==> src/core/faecu_pkg.sv <==
// Functional notes
// - check codes over aligned sixteen-byte data units
// - first program of unit stores its check code
// - array reads of programmed, still-protected units verify stored code
// - single flipped bit corrected before data leaves
// - first program sets code for whole unit
// - single-bit mode reprogram turns unit protection off
// - only sector erase restores unit protection; here a RST_N_IN reset also clears unit_off
// - reset default mode is double-error detection
// - double-error mode uses nine-bit check code
// - double-error mode rejects reprogram, flags program error
// - mode switch invalidates all stored array data; here a switch clears nothing
// - error count readable as two bytes, low first
// - error address trap readable as four bytes
// - clear status on resets or clear command
// - trap holds address of first enabled error
// - counter counts per bad read, saturates
// - config4 bit3 selects double mode, else flag zero
package faecu_pkg;

  localparam int DATA_W = 128;
  localparam int UNIT_BYTES = 16;
  localparam int UNIT_LSB = 4;
  localparam int CODE_W = 9;
  localparam int SEC_CODE_W = 8;
  localparam int ADDR_W = 32;

  // register addresses
  localparam logic [31:0] ADDR_CFG4_NV = 32'h0000_0005;
  localparam logic [31:0] ADDR_CFG4_V = 32'h0080_0005;
  localparam logic [31:0] ADDR_ERR_STATUS = 32'h0080_0089;
  localparam logic [31:0] ADDR_ERR_COUNT_LO = 32'h0080_008A;
  localparam logic [31:0] ADDR_ERR_COUNT_HI = 32'h0080_008B;
  localparam logic [31:0] ADDR_TRAP_B0 = 32'h0080_008E;
  localparam logic [31:0] ADDR_TRAP_B1 = 32'h0080_008F;
  localparam logic [31:0] ADDR_TRAP_B2 = 32'h0080_0040;
  localparam logic [31:0] ADDR_TRAP_B3 = 32'h0080_0041;

  // config4 fields and reset value
  localparam int CFG4_DED_BIT = 3;
  localparam int CFG4_TRAP_DBL_ONLY_BIT = 4;
  localparam logic [7:0] CFG4_RST = 8'h08;

  // error status and unit check status fields
  localparam int ESTAT_DOUBLE_BIT = 3;
  localparam int ESTAT_SINGLE_BIT = 4;
  localparam int DUS_DOUBLE_BIT = 3;
  localparam int DUS_SINGLE_BIT = 1;
  localparam int DUS_OFF_BIT = 0;

  localparam logic [15:0] COUNT_MAX = 16'hFFFF;
  localparam logic [7:0] ERASED_BYTE = 8'hFF;
  localparam logic [8:0] ERASED_CODE = 9'h1FF;
  localparam logic [7:0] UNMAPPED_DATA = 8'h00;
  // cycles from request to answer on read, program and register ports
  localparam int RSP_LATENCY = 1;

  typedef struct packed {
    logic valid;
    logic [7:0] data;
  } faecu_reg_rsp_s;

  typedef struct packed {
    logic valid;
    logic [ADDR_W-1:0] addr;
    logic [DATA_W-1:0] data;
    logic [UNIT_BYTES-1:0] mask;
    logic [CODE_W-1:0] code;
  } faecu_arr_wr_s;

  typedef struct packed {
    logic valid;
    logic [DATA_W-1:0] data;
    logic [7:0] unit_status;
  } faecu_rd_rsp_s;

endpackage

==> src/core/faecu_unit.sv <==
`timescale 1ns/1ps
module faecu_unit #(
  parameter int UNIT_AW = 6,
  parameter int SECTOR_UNIT_LOG = 2
) (
  // clock, reset, enable
  input wire logic CLK_SYS_IN,
  input wire logic RST_N_IN,
  input wire logic CE_IN,
  // device resets and clear command
  input wire logic SOFT_RST_IN,
  input wire logic CLR_ECC_IN,
  // register access
  input wire logic REG_WR_IN,
  input wire logic REG_RD_IN,
  input wire logic [31:0] REG_ADDR_IN,
  input wire logic [7:0] REG_WDATA_IN,
  output faecu_pkg::faecu_reg_rsp_s REG_RSP_OUT,
  // program path
  input wire logic PROG_REQ_IN,
  input wire logic [31:0] PROG_ADDR_IN,
  input wire logic [127:0] PROG_DATA_IN,
  input wire logic [15:0] PROG_MASK_IN,
  output faecu_pkg::faecu_arr_wr_s ARR_WR_OUT,
  output logic PROG_ERR_OUT,
  // sector erase
  input wire logic ERASE_REQ_IN,
  input wire logic [31:0] ERASE_ADDR_IN,
  // read path
  input wire logic RD_REQ_IN,
  input wire logic [31:0] RD_ADDR_IN,
  input wire logic [127:0] ARR_RD_DATA_IN,
  input wire logic [8:0] ARR_RD_CODE_IN,
  output faecu_pkg::faecu_rd_rsp_s RD_RSP_OUT
);

  localparam int NUM_UNITS = 2 ** UNIT_AW;

  typedef struct packed {
    logic [7:0] cfg4_nv;
    logic [7:0] cfg4_v;
    logic [7:0] err_status;
    logic [15:0] err_count;
    logic [31:0] trap;
    logic trap_full;
    logic [NUM_UNITS-1:0] unit_prog;
    logic [NUM_UNITS-1:0] unit_off;
    faecu_pkg::faecu_reg_rsp_s reg_rsp;
    faecu_pkg::faecu_arr_wr_s arr_wr;
    logic prog_err;
    faecu_pkg::faecu_rd_rsp_s rd_rsp;
  } faecu_state_s;

  localparam faecu_state_s ST_RST = '{
    cfg4_nv: faecu_pkg::CFG4_RST,
    cfg4_v: faecu_pkg::CFG4_RST,
    default: '0
  };

  faecu_state_s st_r;
  faecu_state_s st_nxt;

  // hamming positions skip powers of two; bit 8 is overall parity
  function automatic logic [8:0] faecu_code(input logic [127:0] d);
    logic [7:0] s;
    int k;
    s = '0;
    k = 0;
    for (int pos = 3; pos < 256; pos++)
    begin
      if (((pos & (pos - 1)) != 0) && (k < 128))
      begin
        if (d[k])
          s = s ^ 8'(pos);
        k++;
      end
    end
    faecu_code = {(^d) ^ (^s), s};
  endfunction

  function automatic logic [127:0] faecu_fix(input logic [127:0] d, input logic [7:0] syn);
    logic [127:0] r;
    int k;
    r = d;
    k = 0;
    for (int pos = 3; pos < 256; pos++)
    begin
      if (((pos & (pos - 1)) != 0) && (k < 128))
      begin
        if (8'(pos) == syn)
          r[k] = ~d[k];
        k++;
      end
    end
    faecu_fix = r;
  endfunction

  // unit index from byte address: units are aligned 16-byte lines
  logic [UNIT_AW-1:0] rd_unit;
  logic [UNIT_AW-1:0] pg_unit;
  logic [UNIT_AW-1:0] er_unit;
  logic [NUM_UNITS-1:0] erase_hit;
  logic [127:0] pg_merged;

  assign rd_unit = RD_ADDR_IN[faecu_pkg::UNIT_LSB +: UNIT_AW];
  assign pg_unit = PROG_ADDR_IN[faecu_pkg::UNIT_LSB +: UNIT_AW];
  assign er_unit = ERASE_ADDR_IN[faecu_pkg::UNIT_LSB +: UNIT_AW];

  genvar gi;
  generate
    for (gi = 0; gi < NUM_UNITS; gi++)
    begin : g_unit
      localparam logic [UNIT_AW-1:0] IDX = UNIT_AW'(gi);
      assign erase_hit[gi] = ERASE_REQ_IN &&
        ((IDX >> SECTOR_UNIT_LOG) == (er_unit >> SECTOR_UNIT_LOG));
    end
    // untouched bytes of the unit stay erased, so the code covers them too
    for (gi = 0; gi < faecu_pkg::UNIT_BYTES; gi++)
    begin : g_byte
      assign pg_merged[gi*8 +: 8] = PROG_MASK_IN[gi] ? PROG_DATA_IN[gi*8 +: 8]
                                                      : faecu_pkg::ERASED_BYTE;
    end
  endgenerate

  logic ded_mode;
  logic chk_on;
  logic [8:0] rd_calc;
  logic [7:0] rd_syn;
  logic rd_par;
  logic rd_single;
  logic rd_double;
  logic trap_ev;
  logic [8:0] pg_code;

  // mode comes straight from the volatile config bit; single-mode codes leave the parity
  // cell erased, so double mode may flag them as single errors, which is why the host must erase first
  assign ded_mode = st_r.cfg4_v[faecu_pkg::CFG4_DED_BIT];
  assign chk_on = st_r.unit_prog[rd_unit] && !st_r.unit_off[rd_unit];
  assign rd_calc = faecu_code(ARR_RD_DATA_IN);
  assign rd_syn = rd_calc[7:0] ^ ARR_RD_CODE_IN[7:0];
  assign rd_par = ^{ARR_RD_DATA_IN, ARR_RD_CODE_IN};
  assign rd_single = RD_REQ_IN && chk_on && (ded_mode ? rd_par : (rd_syn != 8'h00));
  assign rd_double = RD_REQ_IN && chk_on && ded_mode && !rd_par && (rd_syn != 8'h00);
  assign trap_ev = rd_double ||
    (rd_single && !st_r.cfg4_v[faecu_pkg::CFG4_TRAP_DBL_ONLY_BIT]);
  assign pg_code = faecu_code(pg_merged);

  always_comb
  begin
    st_nxt = st_r;
    st_nxt.reg_rsp = '0;
    st_nxt.arr_wr = '0;
    st_nxt.prog_err = 1'b0;
    st_nxt.rd_rsp = '0;

    // clear first so a same-cycle error event still lands
    if (SOFT_RST_IN || CLR_ECC_IN)
    begin
      st_nxt.err_status = '0;
      st_nxt.err_count = '0;
      st_nxt.trap = '0;
      st_nxt.trap_full = 1'b0;
    end
    if (SOFT_RST_IN)
      st_nxt.cfg4_v = st_r.cfg4_nv;

    // register access
    if (REG_WR_IN && !SOFT_RST_IN)
    begin
      if (REG_ADDR_IN == faecu_pkg::ADDR_CFG4_NV)
        st_nxt.cfg4_nv = REG_WDATA_IN;
      if (REG_ADDR_IN == faecu_pkg::ADDR_CFG4_V)
        st_nxt.cfg4_v = REG_WDATA_IN;
    end
    if (REG_RD_IN)
    begin
      st_nxt.reg_rsp.valid = 1'b1;
      unique case (REG_ADDR_IN)
        faecu_pkg::ADDR_CFG4_NV: st_nxt.reg_rsp.data = st_r.cfg4_nv;
        faecu_pkg::ADDR_CFG4_V: st_nxt.reg_rsp.data = st_r.cfg4_v;
        faecu_pkg::ADDR_ERR_STATUS: st_nxt.reg_rsp.data = st_r.err_status;
        faecu_pkg::ADDR_ERR_COUNT_LO: st_nxt.reg_rsp.data = st_r.err_count[7:0];
        faecu_pkg::ADDR_ERR_COUNT_HI: st_nxt.reg_rsp.data = st_r.err_count[15:8];
        faecu_pkg::ADDR_TRAP_B0: st_nxt.reg_rsp.data = st_r.trap[7:0];
        faecu_pkg::ADDR_TRAP_B1: st_nxt.reg_rsp.data = st_r.trap[15:8];
        faecu_pkg::ADDR_TRAP_B2: st_nxt.reg_rsp.data = st_r.trap[23:16];
        faecu_pkg::ADDR_TRAP_B3: st_nxt.reg_rsp.data = st_r.trap[31:24];
        default: st_nxt.reg_rsp.data = faecu_pkg::UNMAPPED_DATA;
      endcase
    end

    // sector erase re-arms protection on every unit of the sector
    st_nxt.unit_prog = st_nxt.unit_prog & ~erase_hit;
    st_nxt.unit_off = st_nxt.unit_off & ~erase_hit;

    // program: erase above takes effect before a same-cycle program
    if (PROG_REQ_IN)
    begin
      if (!st_nxt.unit_prog[pg_unit])
      begin
        st_nxt.unit_prog[pg_unit] = 1'b1;
        st_nxt.arr_wr.valid = 1'b1;
        st_nxt.arr_wr.addr = PROG_ADDR_IN;
        st_nxt.arr_wr.data = pg_merged;
        st_nxt.arr_wr.mask = PROG_MASK_IN;
        // single mode stores 8 bits; the parity cell is left erased
        st_nxt.arr_wr.code = ded_mode ? pg_code
                                      : {1'b1, pg_code[faecu_pkg::SEC_CODE_W-1:0]};
      end
      else if (ded_mode)
        st_nxt.prog_err = 1'b1;
      else
      begin
        // the array can only clear bits, so the old code is now useless
        st_nxt.unit_off[pg_unit] = 1'b1;
        st_nxt.arr_wr.valid = 1'b1;
        st_nxt.arr_wr.addr = PROG_ADDR_IN;
        st_nxt.arr_wr.data = pg_merged;
        st_nxt.arr_wr.mask = PROG_MASK_IN;
        st_nxt.arr_wr.code = faecu_pkg::ERASED_CODE;
      end
    end

    // read: correct and report with the same single cycle as a clean read
    if (RD_REQ_IN)
    begin
      st_nxt.rd_rsp.valid = 1'b1;
      st_nxt.rd_rsp.data = rd_single ? faecu_fix(ARR_RD_DATA_IN, rd_syn)
                                     : ARR_RD_DATA_IN;
      st_nxt.rd_rsp.unit_status[faecu_pkg::DUS_DOUBLE_BIT] = rd_double;
      st_nxt.rd_rsp.unit_status[faecu_pkg::DUS_SINGLE_BIT] = rd_single;
      st_nxt.rd_rsp.unit_status[faecu_pkg::DUS_OFF_BIT] = st_r.unit_off[rd_unit];
    end
    if (rd_single)
      st_nxt.err_status[faecu_pkg::ESTAT_SINGLE_BIT] = 1'b1;
    if (rd_double)
      st_nxt.err_status[faecu_pkg::ESTAT_DOUBLE_BIT] = 1'b1;
    if ((rd_single || rd_double) && (st_nxt.err_count != faecu_pkg::COUNT_MAX))
      st_nxt.err_count = st_nxt.err_count + 16'h0001;
    if (trap_ev && !st_nxt.trap_full)
    begin
      st_nxt.trap = RD_ADDR_IN;
      st_nxt.trap_full = 1'b1;
    end
  end

  always_ff @(posedge CLK_SYS_IN or negedge RST_N_IN)
  begin
    if (!RST_N_IN)
      st_r <= ST_RST;
    else if (CE_IN)
      st_r <= st_nxt;
  end

  assign REG_RSP_OUT = st_r.reg_rsp;
  assign ARR_WR_OUT = st_r.arr_wr;
  assign PROG_ERR_OUT = st_r.prog_err;
  assign RD_RSP_OUT = st_r.rd_rsp;

endmodule

==> config.mk <==
export PLATFORM = sky130hd
export DESIGN_NAME = faecu_unit
export DESIGN_NICKNAME = d
export VERILOG_FILES = /design/src/core/faecu_pkg.sv /design/src/core/faecu_unit.sv
export SDC_FILE = /design/constraint.sdc
export NUM_CORES = 1
export LEC_CHECK = 0
export BUFFER_PORTS_ARGS = -buffer_cell sky130_fd_sc_hd__buf_2
export CAP_MARGIN = 10
export CELL_PAD_IN_SITES_DETAIL_PLACEMENT = 2
export CELL_PAD_IN_SITES_GLOBAL_PLACEMENT = 2
export CORE_MARGIN = 2
export CORE_UTILIZATION = 38
export CTS_BUF_LIST = sky130_fd_sc_hd__clkbuf_2 sky130_fd_sc_hd__clkbuf_4 sky130_fd_sc_hd__clkbuf_8
export DETAILED_ROUTE_END_ITERATION = 8
export HOLD_SLACK_MARGIN = 0.08
export PLACE_DENSITY_LB_ADDON = 0.1
export SYNTH_ARGS = -nofsm -noshare
export SYNTH_HDL_FRONTEND = slang
export SYNTH_SLANG_ARGS = --single-unit
==> constraint.sdc <==
create_clock -name CLK_SYS_IN -period 6.5 [get_ports CLK_SYS_IN]
set_clock_uncertainty 0.2 [all_clocks]
set_input_delay 0.65 -clock CLK_SYS_IN [delete_from_list [all_inputs] [get_ports CLK_SYS_IN]]
set_output_delay 0.65 -clock CLK_SYS_IN [all_outputs]
set_load 0.01 [all_outputs]
==> results.json, run 1 <==
{
  "status": "finished clean",
  "rrSetupSlack_ns": 2.15,
  "endpoint_kind": "register",
  "setup_viol": 0,
  "via_count": 27100,
  "nets": 4147,
  "area_growth_pct": 19.3,
  "htree_levels": 3,
  "clock-sinks": 523,
  "start_kind": "input pin",
  "grt_first_pass_wirelength_um": 215000,
  "drc": 0,
  "fill_cells": 9033,
  "final_cells": 4970,
  "p_leak_nw": 18.5,
  "synth_area_mm2": 0.0330,
  "pin_count": 760,
  "cts_max_path_buffers": 3,
  "cap_viol_max_count": 0,
  "pwr_density_cell_mw_per_mm2": 342,
  "grt_max_degree": 154,
  "postLayoutCoreUtil": 0.455,
  "gp_congestion": 0.944,
  "grt_overflow": 0,
  "netlist.top_cell.by_area": "dfrtp_1",
  "avgSynthCellArea_um2": 10.4,
  "yosysWarnings": 0,
  "track_usage": 0.327,
  "cts_inserted_buffers": 100,
  "cts-root-buf": "clkbuf_8",
  "synth_edf_count": 0,
  "maxSlewViolCount": 0,
  "ys_seq_area_frac": 0.396,
  "crit_start": "ARR_RD_DATA_IN[8]",
  "ctsResizeCount": 0,
  "drive_above_1_share": 0.297,
  "r2r-end": "st_r[464]$_DFFE_PN0P_",
  "die_height_um": 299,
  "yosys-top-cells-count": "521 x dfrtp_1, 351 x xnor2_1, 336 x buf_4",
  "die_area_mm2": 0.0893,
  "ant_nets": 0,
  "required_ns": 6.96,
  "peakVddDrop_mv": 0.453,
  "fin_setup_tns_ns": 0,
  "fin_area_mm2": 0.0394,
  "dpl.hpwl_um": 110000,
  "seqCellArea_mm2": 0.0131,
  "pre_cts_ws_ns": 1.23,
  "hold_violations": 0,
  "arrival_ns": 5.54,
  "cts_tree": "built",
  "viasPerCell": 5.45,
  "ys_ff_latch": 523,
  "synth_area_leaders": "dfrtp_1 39%, xnor2_1 9.3%, buf_4 7.6%, xor2_1 6.0%, a22o_1 5.8%",
  "portBuffers": 726,
  "period_needed_ns": 5.08,
  "slew_headroom": 0.278,
  "syn-instance-count": 3169,
  "synth.distinct_cells": 66,
  "setup_ws_ns": 1.42,
  "critPathMaxFanout": 32,
  "avgRoutedWirePerCell_um": 29.9,
  "rsz0062_at_grt": "no",
  "drt_iter0_markers": 1648,
  "r2r_cells": 11,
  "initial_core_util": 0.382,
  "period_share": 0.782,
  "r2r-start": "st_r[358]$_DFFE_PN0P_",
  "drt_wl_total_um": 149000,
  "postSynth.asyncResetShare": 1.00,
  "multi_input_area_mm2": 0.0168,
  "grt_antenna_before_repair": 19,
  "grt_pass1_vias": 29800,
  "synth_most_common_cell": "dfrtp_1",
  "synth_ff_type": "dfrtp_1",
  "core_area_mm2": 0.0865,
  "place_area_mm2": 0.0353,
  "hp-class": "in2reg",
  "rows": 108,
  "max_freq_mhz": 197,
  "clk_latency_ns": 0.75,
  "worstMarginPinSlew_ns": 1.08,
  "dieWidth_um": 299,
  "clk_pin_slew_ns": 0.07,
  "criticalPathCategory": "in2reg",
  "setup.worst_path.end": "st_r[464]$_DFFE_PN0P_",
  "placed_cells": 4590,
  "drtPass1Iterations": 5,
  "synth_top_area_share": 0.395
}
final cells by class:
| cell class | instances | area share |
|---|---|---|
| clock buffers | 163 | 0.0508 |
| clock inverters | 19 | 0.00661 |
| flip-flops and latches | 523 | 0.332 |
| multi-input cells | 2146 | 0.426 |
| diodes | 16 | 0.00102 |
| repair buffers | 933 | 0.145 |
| inverters | 15 | 0.00162 |
| well taps | 1155 | 0.0367 |
registers in the layout (all words and copies together) (netlist names):
signal and count:
ARR_WR_OUT 186, ded_mode 1, RD_RSP_OUT 132, st_r 194
REG_RSP_OUT 9, PROG_ERR_OUT 1
power breakdown:
part	internal [mW]	switching (mW)
clock network	2.12	1.62
registers	3.55	0.208
logic	2.24	3.73
total	7.91	5.55
per-layer routing:
metal | up-vias | wire [µm] | global-route usage
met5 | - | 46 | 0
met4 | 6 | 6040 | 0.123
met3 | 242 | 8110 | 0.0573
met2 | 920 | 73100 | 0.558
met1 | 14200 | 61200 | 0.413
li1 | 11700 | - | -
metrics by stage:
stage | power, mW | hold WS [ns]
3_3_place_gp | 9.39 | 0.257
5_1_grt | 14.0 | 0.0935
4_1_cts | 13.4 | 0.0801
2_1_floorplan | 7.72 | 0.154
3_5_place_dp | 9.53 | 0.268
6_report | 13.5 | 0.140
worst max-delay path, cell delays in order:
cell and delay, ns:
dlygate4sd3_1 0.56, buf_2 0.16, xnor3_1 0.43, xnor2_2 0.35, xnor3_1 0.47, xnor2_2 0.27
xnor3_1 0.51, xnor2_2 0.24, a21oi_1 0.41, nand3b_1 0.14, o21ai_2 0.26, a21boi_4 0.84
a22o_1 0.26
cell families after synthesis:
family / count (synthesis) / share of synthesized area
other: 1 / 0.000114
flip-flops: 523 / 0.396
AO/OA/AOI/OAI: 581 / 0.139
multiplexers: 86 / 0.0470
buffers and inverters: 504 / 0.0965
AND/OR/NAND/NOR: 827 / 0.122
adder cells (fa/ha/maj): 1 / 0.000379
XOR/XNOR: 646 / 0.199
timing repair:
item | CTS | global route
setup buffers | 0 | 0
hold endpoints to repair | 261 | 0
endpoints found under the setup margin | 0 | 0
hold buffers | 182 | 0
cells in the final DEF (no fill, tap or decap), types with 12 or more instances in the layout:
master	netlist	routed
a31o_2	103	103
nand2b_1	107	107
dlygate4sd3_1	0	182
nand2_1	297	297
xnor3_1	56	56
diode_2	0	16
nand3_1	40	40
a21oi_1	20	19
a22o_1	220	220
and2_1	15	15
xnor2_1	351	351
mux2_2	12	12
mux4_2	54	54
o21ai_0	111	111
clkbuf_4	0	39
mux2i_1	20	20
buf_4	336	22
o2bb2ai_1	55	55
buf_2	26	723
clkbuf_8	0	124
inv_1	13	13
nor2_1	156	156
nor2b_1	155	155
dfrtp_1	521	521
xor2_1	225	225
and3_1	12	12
how the worst min path moves through the flow:
stage / cells past startpoint / endpoint / slack (ns) / from
floorplan: 0 / ARR_WR_OUT[0]$_DFFE_PN0P_ / 0.15 / RST_N_IN
global placement: 2 / st_r[393]$_DFFE_PN0P_ / 0.26 / st_r[393]$_DFFE_PN0P_
detailed placement: 1 / ARR_WR_OUT[152]$_DFFE_PN0P_ / 0.27 / ARR_WR_OUT[152]$_DFFE_PN0P_
CTS: 3 / ARR_WR_OUT[126]$_DFFE_PN0P_ / 0.08 / PROG_DATA_IN[101]
global route: 3 / ARR_WR_OUT[51]$_DFFE_PN0P_ / 0.09 / PROG_DATA_IN[26]
finish: 3 / ARR_WR_OUT[35]$_DFFE_PN0P_ / 0.14 / PROG_DATA_IN[10]
Power figures use the tool's default switching activity.
==> inputs of run 2 (changes only) <==
ABC_AREA = 1   (was default)
CORE_UTILIZATION = 29   (was 38)
clock period = 4.5 ns   (was 6.5 ns; I/O delays follow)
==> run 2 against run 1 <==
  * Routed wire length up 36%
  * Non-clock buffer count grew 409
  * Clock-buffer cell count rose by 16
  * Worst setup slack worse by 1.3 ns
  * Design area increased by 22%
  * First-iteration DRC count up 49%
==> results.json, run 2 <==
{
  "status": "finished clean",
  "max_freq_mhz": 228,
  "layout_commonest_cell": "nand2_1",
  "synth_area_mm2": 0.0370,
  "criticalPathCategory": "in2reg",
  "setup.worst_path.end": "RD_RSP_OUT[99]$_DFFE_PN0P_",
  "die_height_um": 361,
  "cp_common_cell": "nand2_1",
  "synth_ff_type": "dfrtp_1",
  "worstMarginPinSlew_ns": 1.10,
  "yosys-top-cells-count": "1375 x nand2_1, 586 x inv_1, 521 x dfrtp_1",
  "dieWidth_um": 361,
  "setup_viol": 0,
  "area_growth_pct": 29.7,
  "grt_first_pass_wirelength_um": 294000,
  "yosysWarnings": 0,
  "wl_met1_um": 85100,
  "required_ns": 5.01,
  "pin_count": 760,
  "grt_max_degree": 166,
  "postLayoutCoreUtil": 0.377,
  "hp-start": "PROG_DATA_IN[56]",
  "routed.top_layer": "met5",
  "cap_viol_max_count": 0,
  "grt_pass1_vias": 42600,
  "netlist.top_cell.by_area": "dfrtp_1",
  "r2r_cells": 20,
  "syn-instance-count": 5058,
  "power.total_mw": 18.9,
  "grt_overflow": 0,
  "clk_latency_ns": 0.83,
  "avgSynthCellArea_um2": 7.32,
  "fill_cells": 14800,
  "pre_cts_ws_ns": -0.159,
  "portBuffers": 726,
  "slowest_stage": "o21ai_0",
  "wl_met2_um": 99200,
  "hp-class": "in2reg",
  "crit_start": "ARR_RD_DATA_IN[75]",
  "regMostFlops": "st_r",
  "clock-sinks": 523,
  "cts_inserted_buffers": 104,
  "slowest_delay_ns": 0.81,
  "ant_nets": 0,
  "drtPass1Iterations": 5,
  "ys_seq_area_frac": 0.354,
  "cp_top_family": "buffers and inverters",
  "synth_area_leaders": "dfrtp_1 35%, nand2_1 14%, buf_4 6.8%, xor2_1 6.2%, inv_1 5.9%",
  "drive_above_1_share": 0.207,
  "r2r-start": "st_r[362]$_DFFE_PN0P_",
  "viasPerCell": 5.07,
  "drt_wl_total_um": 202000,
  "synth.distinct_cells": 58,
  "rows": 131,
  "clk_pin_slew_ns": 0.06,
  "fin_setup_tns_ns": 0,
  "die_area_mm2": 0.131,
  "synth_most_common_cell": "nand2_1",
  "peakVddDrop_mv": 0.259,
  "period_needed_ns": 4.39,
  "cts_tree": "built",
  "critPathBufInv": 9,
  "slew_headroom": 0.264,
  "critPathMaxFanout": 10,
  "core_area_mm2": 0.127,
  "drc": 0,
  "drt_iter0_markers": 2457,
  "rsz0062_at_grt": "yes",
  "cp.depth": 26,
  "htree_levels": 3,
  "via_count": 39400,
  "nets": 6425,
  "gp_congestion": 0.897,
  "synth_top_area_share": 0.352,
  "initial_core_util": 0.291,
  "dpl.hpwl_um": 152000,
  "avgRoutedWirePerCell_um": 26.1,
  "synth_edf_count": 0,
  "rrSetupSlack_ns": 0.41,
  "hold_violations": 0,
  "met3_length_um": 9510,
  "ys_ff_latch": 523,
  "arrival_ns": 4.90,
  "start_kind": "input pin",
  "period_share": 0.976,
  "pwr_density_cell_mw_per_mm2": 394,
  "setup_ws_ns": 0.110,
  "mostFrequentLayoutCells": "1363 x nand2_1, 719 x buf_2, 582 x inv_1",
  "postSynth.asyncResetShare": 1.00,
  "endpoint_kind": "register",
  "cts-root-buf": "clkbuf_8",
  "largest_reg_flops": 194,
  "track_usage": 0.303,
  "grt_antenna_before_repair": 16,
  "r2r-end": "RD_RSP_OUT[99]$_DFFE_PN0P_",
  "p_leak_nw": 24.6,
  "place_area_mm2": 0.0411,
  "fin_area_mm2": 0.0480,
  "cts_max_path_buffers": 3,
  "maxSlewViolCount": 0
}
[run 2: stage by stage]
stage / std cells / hold WS [ns]
floorplan: 5062 / -0.0456
global placement: 7116 / 0.255
detailed placement: 7116 / 0.261
CTS: 7746 / 0.0844
global route: 7759 / 0.167
finish: 7762 / 0.134
[run 2: cells by family (layout without fill, tap and decap cells)]
| family | count (synthesis) | after routing | share of synthesized area |
|---|---|---|---|
| flip-flops | 523 | 523 | 0.354 |
| buffers and inverters | 1129 | 2153 | 0.151 |
| other | 1 | 19 | 0.000101 |
| adder cells (fa/ha/maj) | 1 | 1 | 0.000338 |
| XOR/XNOR | 489 | 489 | 0.117 |
| AO/OA/AOI/OAI | 919 | 919 | 0.151 |
| AND/OR/NAND/NOR | 1988 | 1988 | 0.224 |
| multiplexers | 8 | 8 | 0.00243 |
[run 2: layout make-up]
class / count / area, µm² / area share
timing repair buffer: 1342 / 9660 / 0.201
clock buffer: 179 / 2180 / 0.0455
tap: 1662 / 2080 / 0.0433
sequential: 523 / 13100 / 0.273
inverter: 616 / 2330 / 0.0485
antenna: 14 / 35.0 / 0.000730
clock inverter: 16 / 148 / 0.00308
multi-input combinational: 3410 / 18500 / 0.385
[run 2: worst min-delay path, stage by stage]
cell	delay (ns)
buf_2	0.08
inv_1	0.04
nand2_1	0.18
inv_1	0.18
o21ai_0	0.18
[run 2: worst min-delay path by stage]
stage,cells past startpoint,endpoint,slack (ns)
final,5,ARR_WR_OUT[81]$_DFFE_PN0P_,0.13
after global routing,3,ARR_WR_OUT[166]$_DFFE_PN0P_,0.17
after CTS,3,ARR_WR_OUT[183]$_DFFE_PN0P_,0.08
after detailed placement,2,REG_RSP_OUT[5]$_DFFE_PN0P_,0.26
after global placement,2,RD_RSP_OUT[136]$_DFFE_PN0P_,0.25
after floorplan,0,ARR_WR_OUT[0]$_DFFE_PN0P_,-0.05
[run 2: metal layers]
layer / vias up / track usage
met5: - / 0
met4: 10 / 0.121
met3: 315 / 0.0408
met2: 1129 / 0.530
met1: 20100 / 0.376
li1: 17800 / -
[run 2: repair_timing]
action,in CTS,in global routing
hold buffers,435,0
resized for setup,0,36
setup endpoints to repair,0,14
setup buffers,0,2
hold endpoints to repair,533,0
[run 2: power by group]
| part | internal, mW | switching, mW | total [mW] |
|---|---|---|---|
| Clock | 3.11 | 2.47 | 5.58 |
| Sequential | 5.24 | 0.293 | 5.53 |
| Combinational | 2.64 | 5.15 | 7.80 |
| Total | 11.0 | 7.92 | 18.9 |
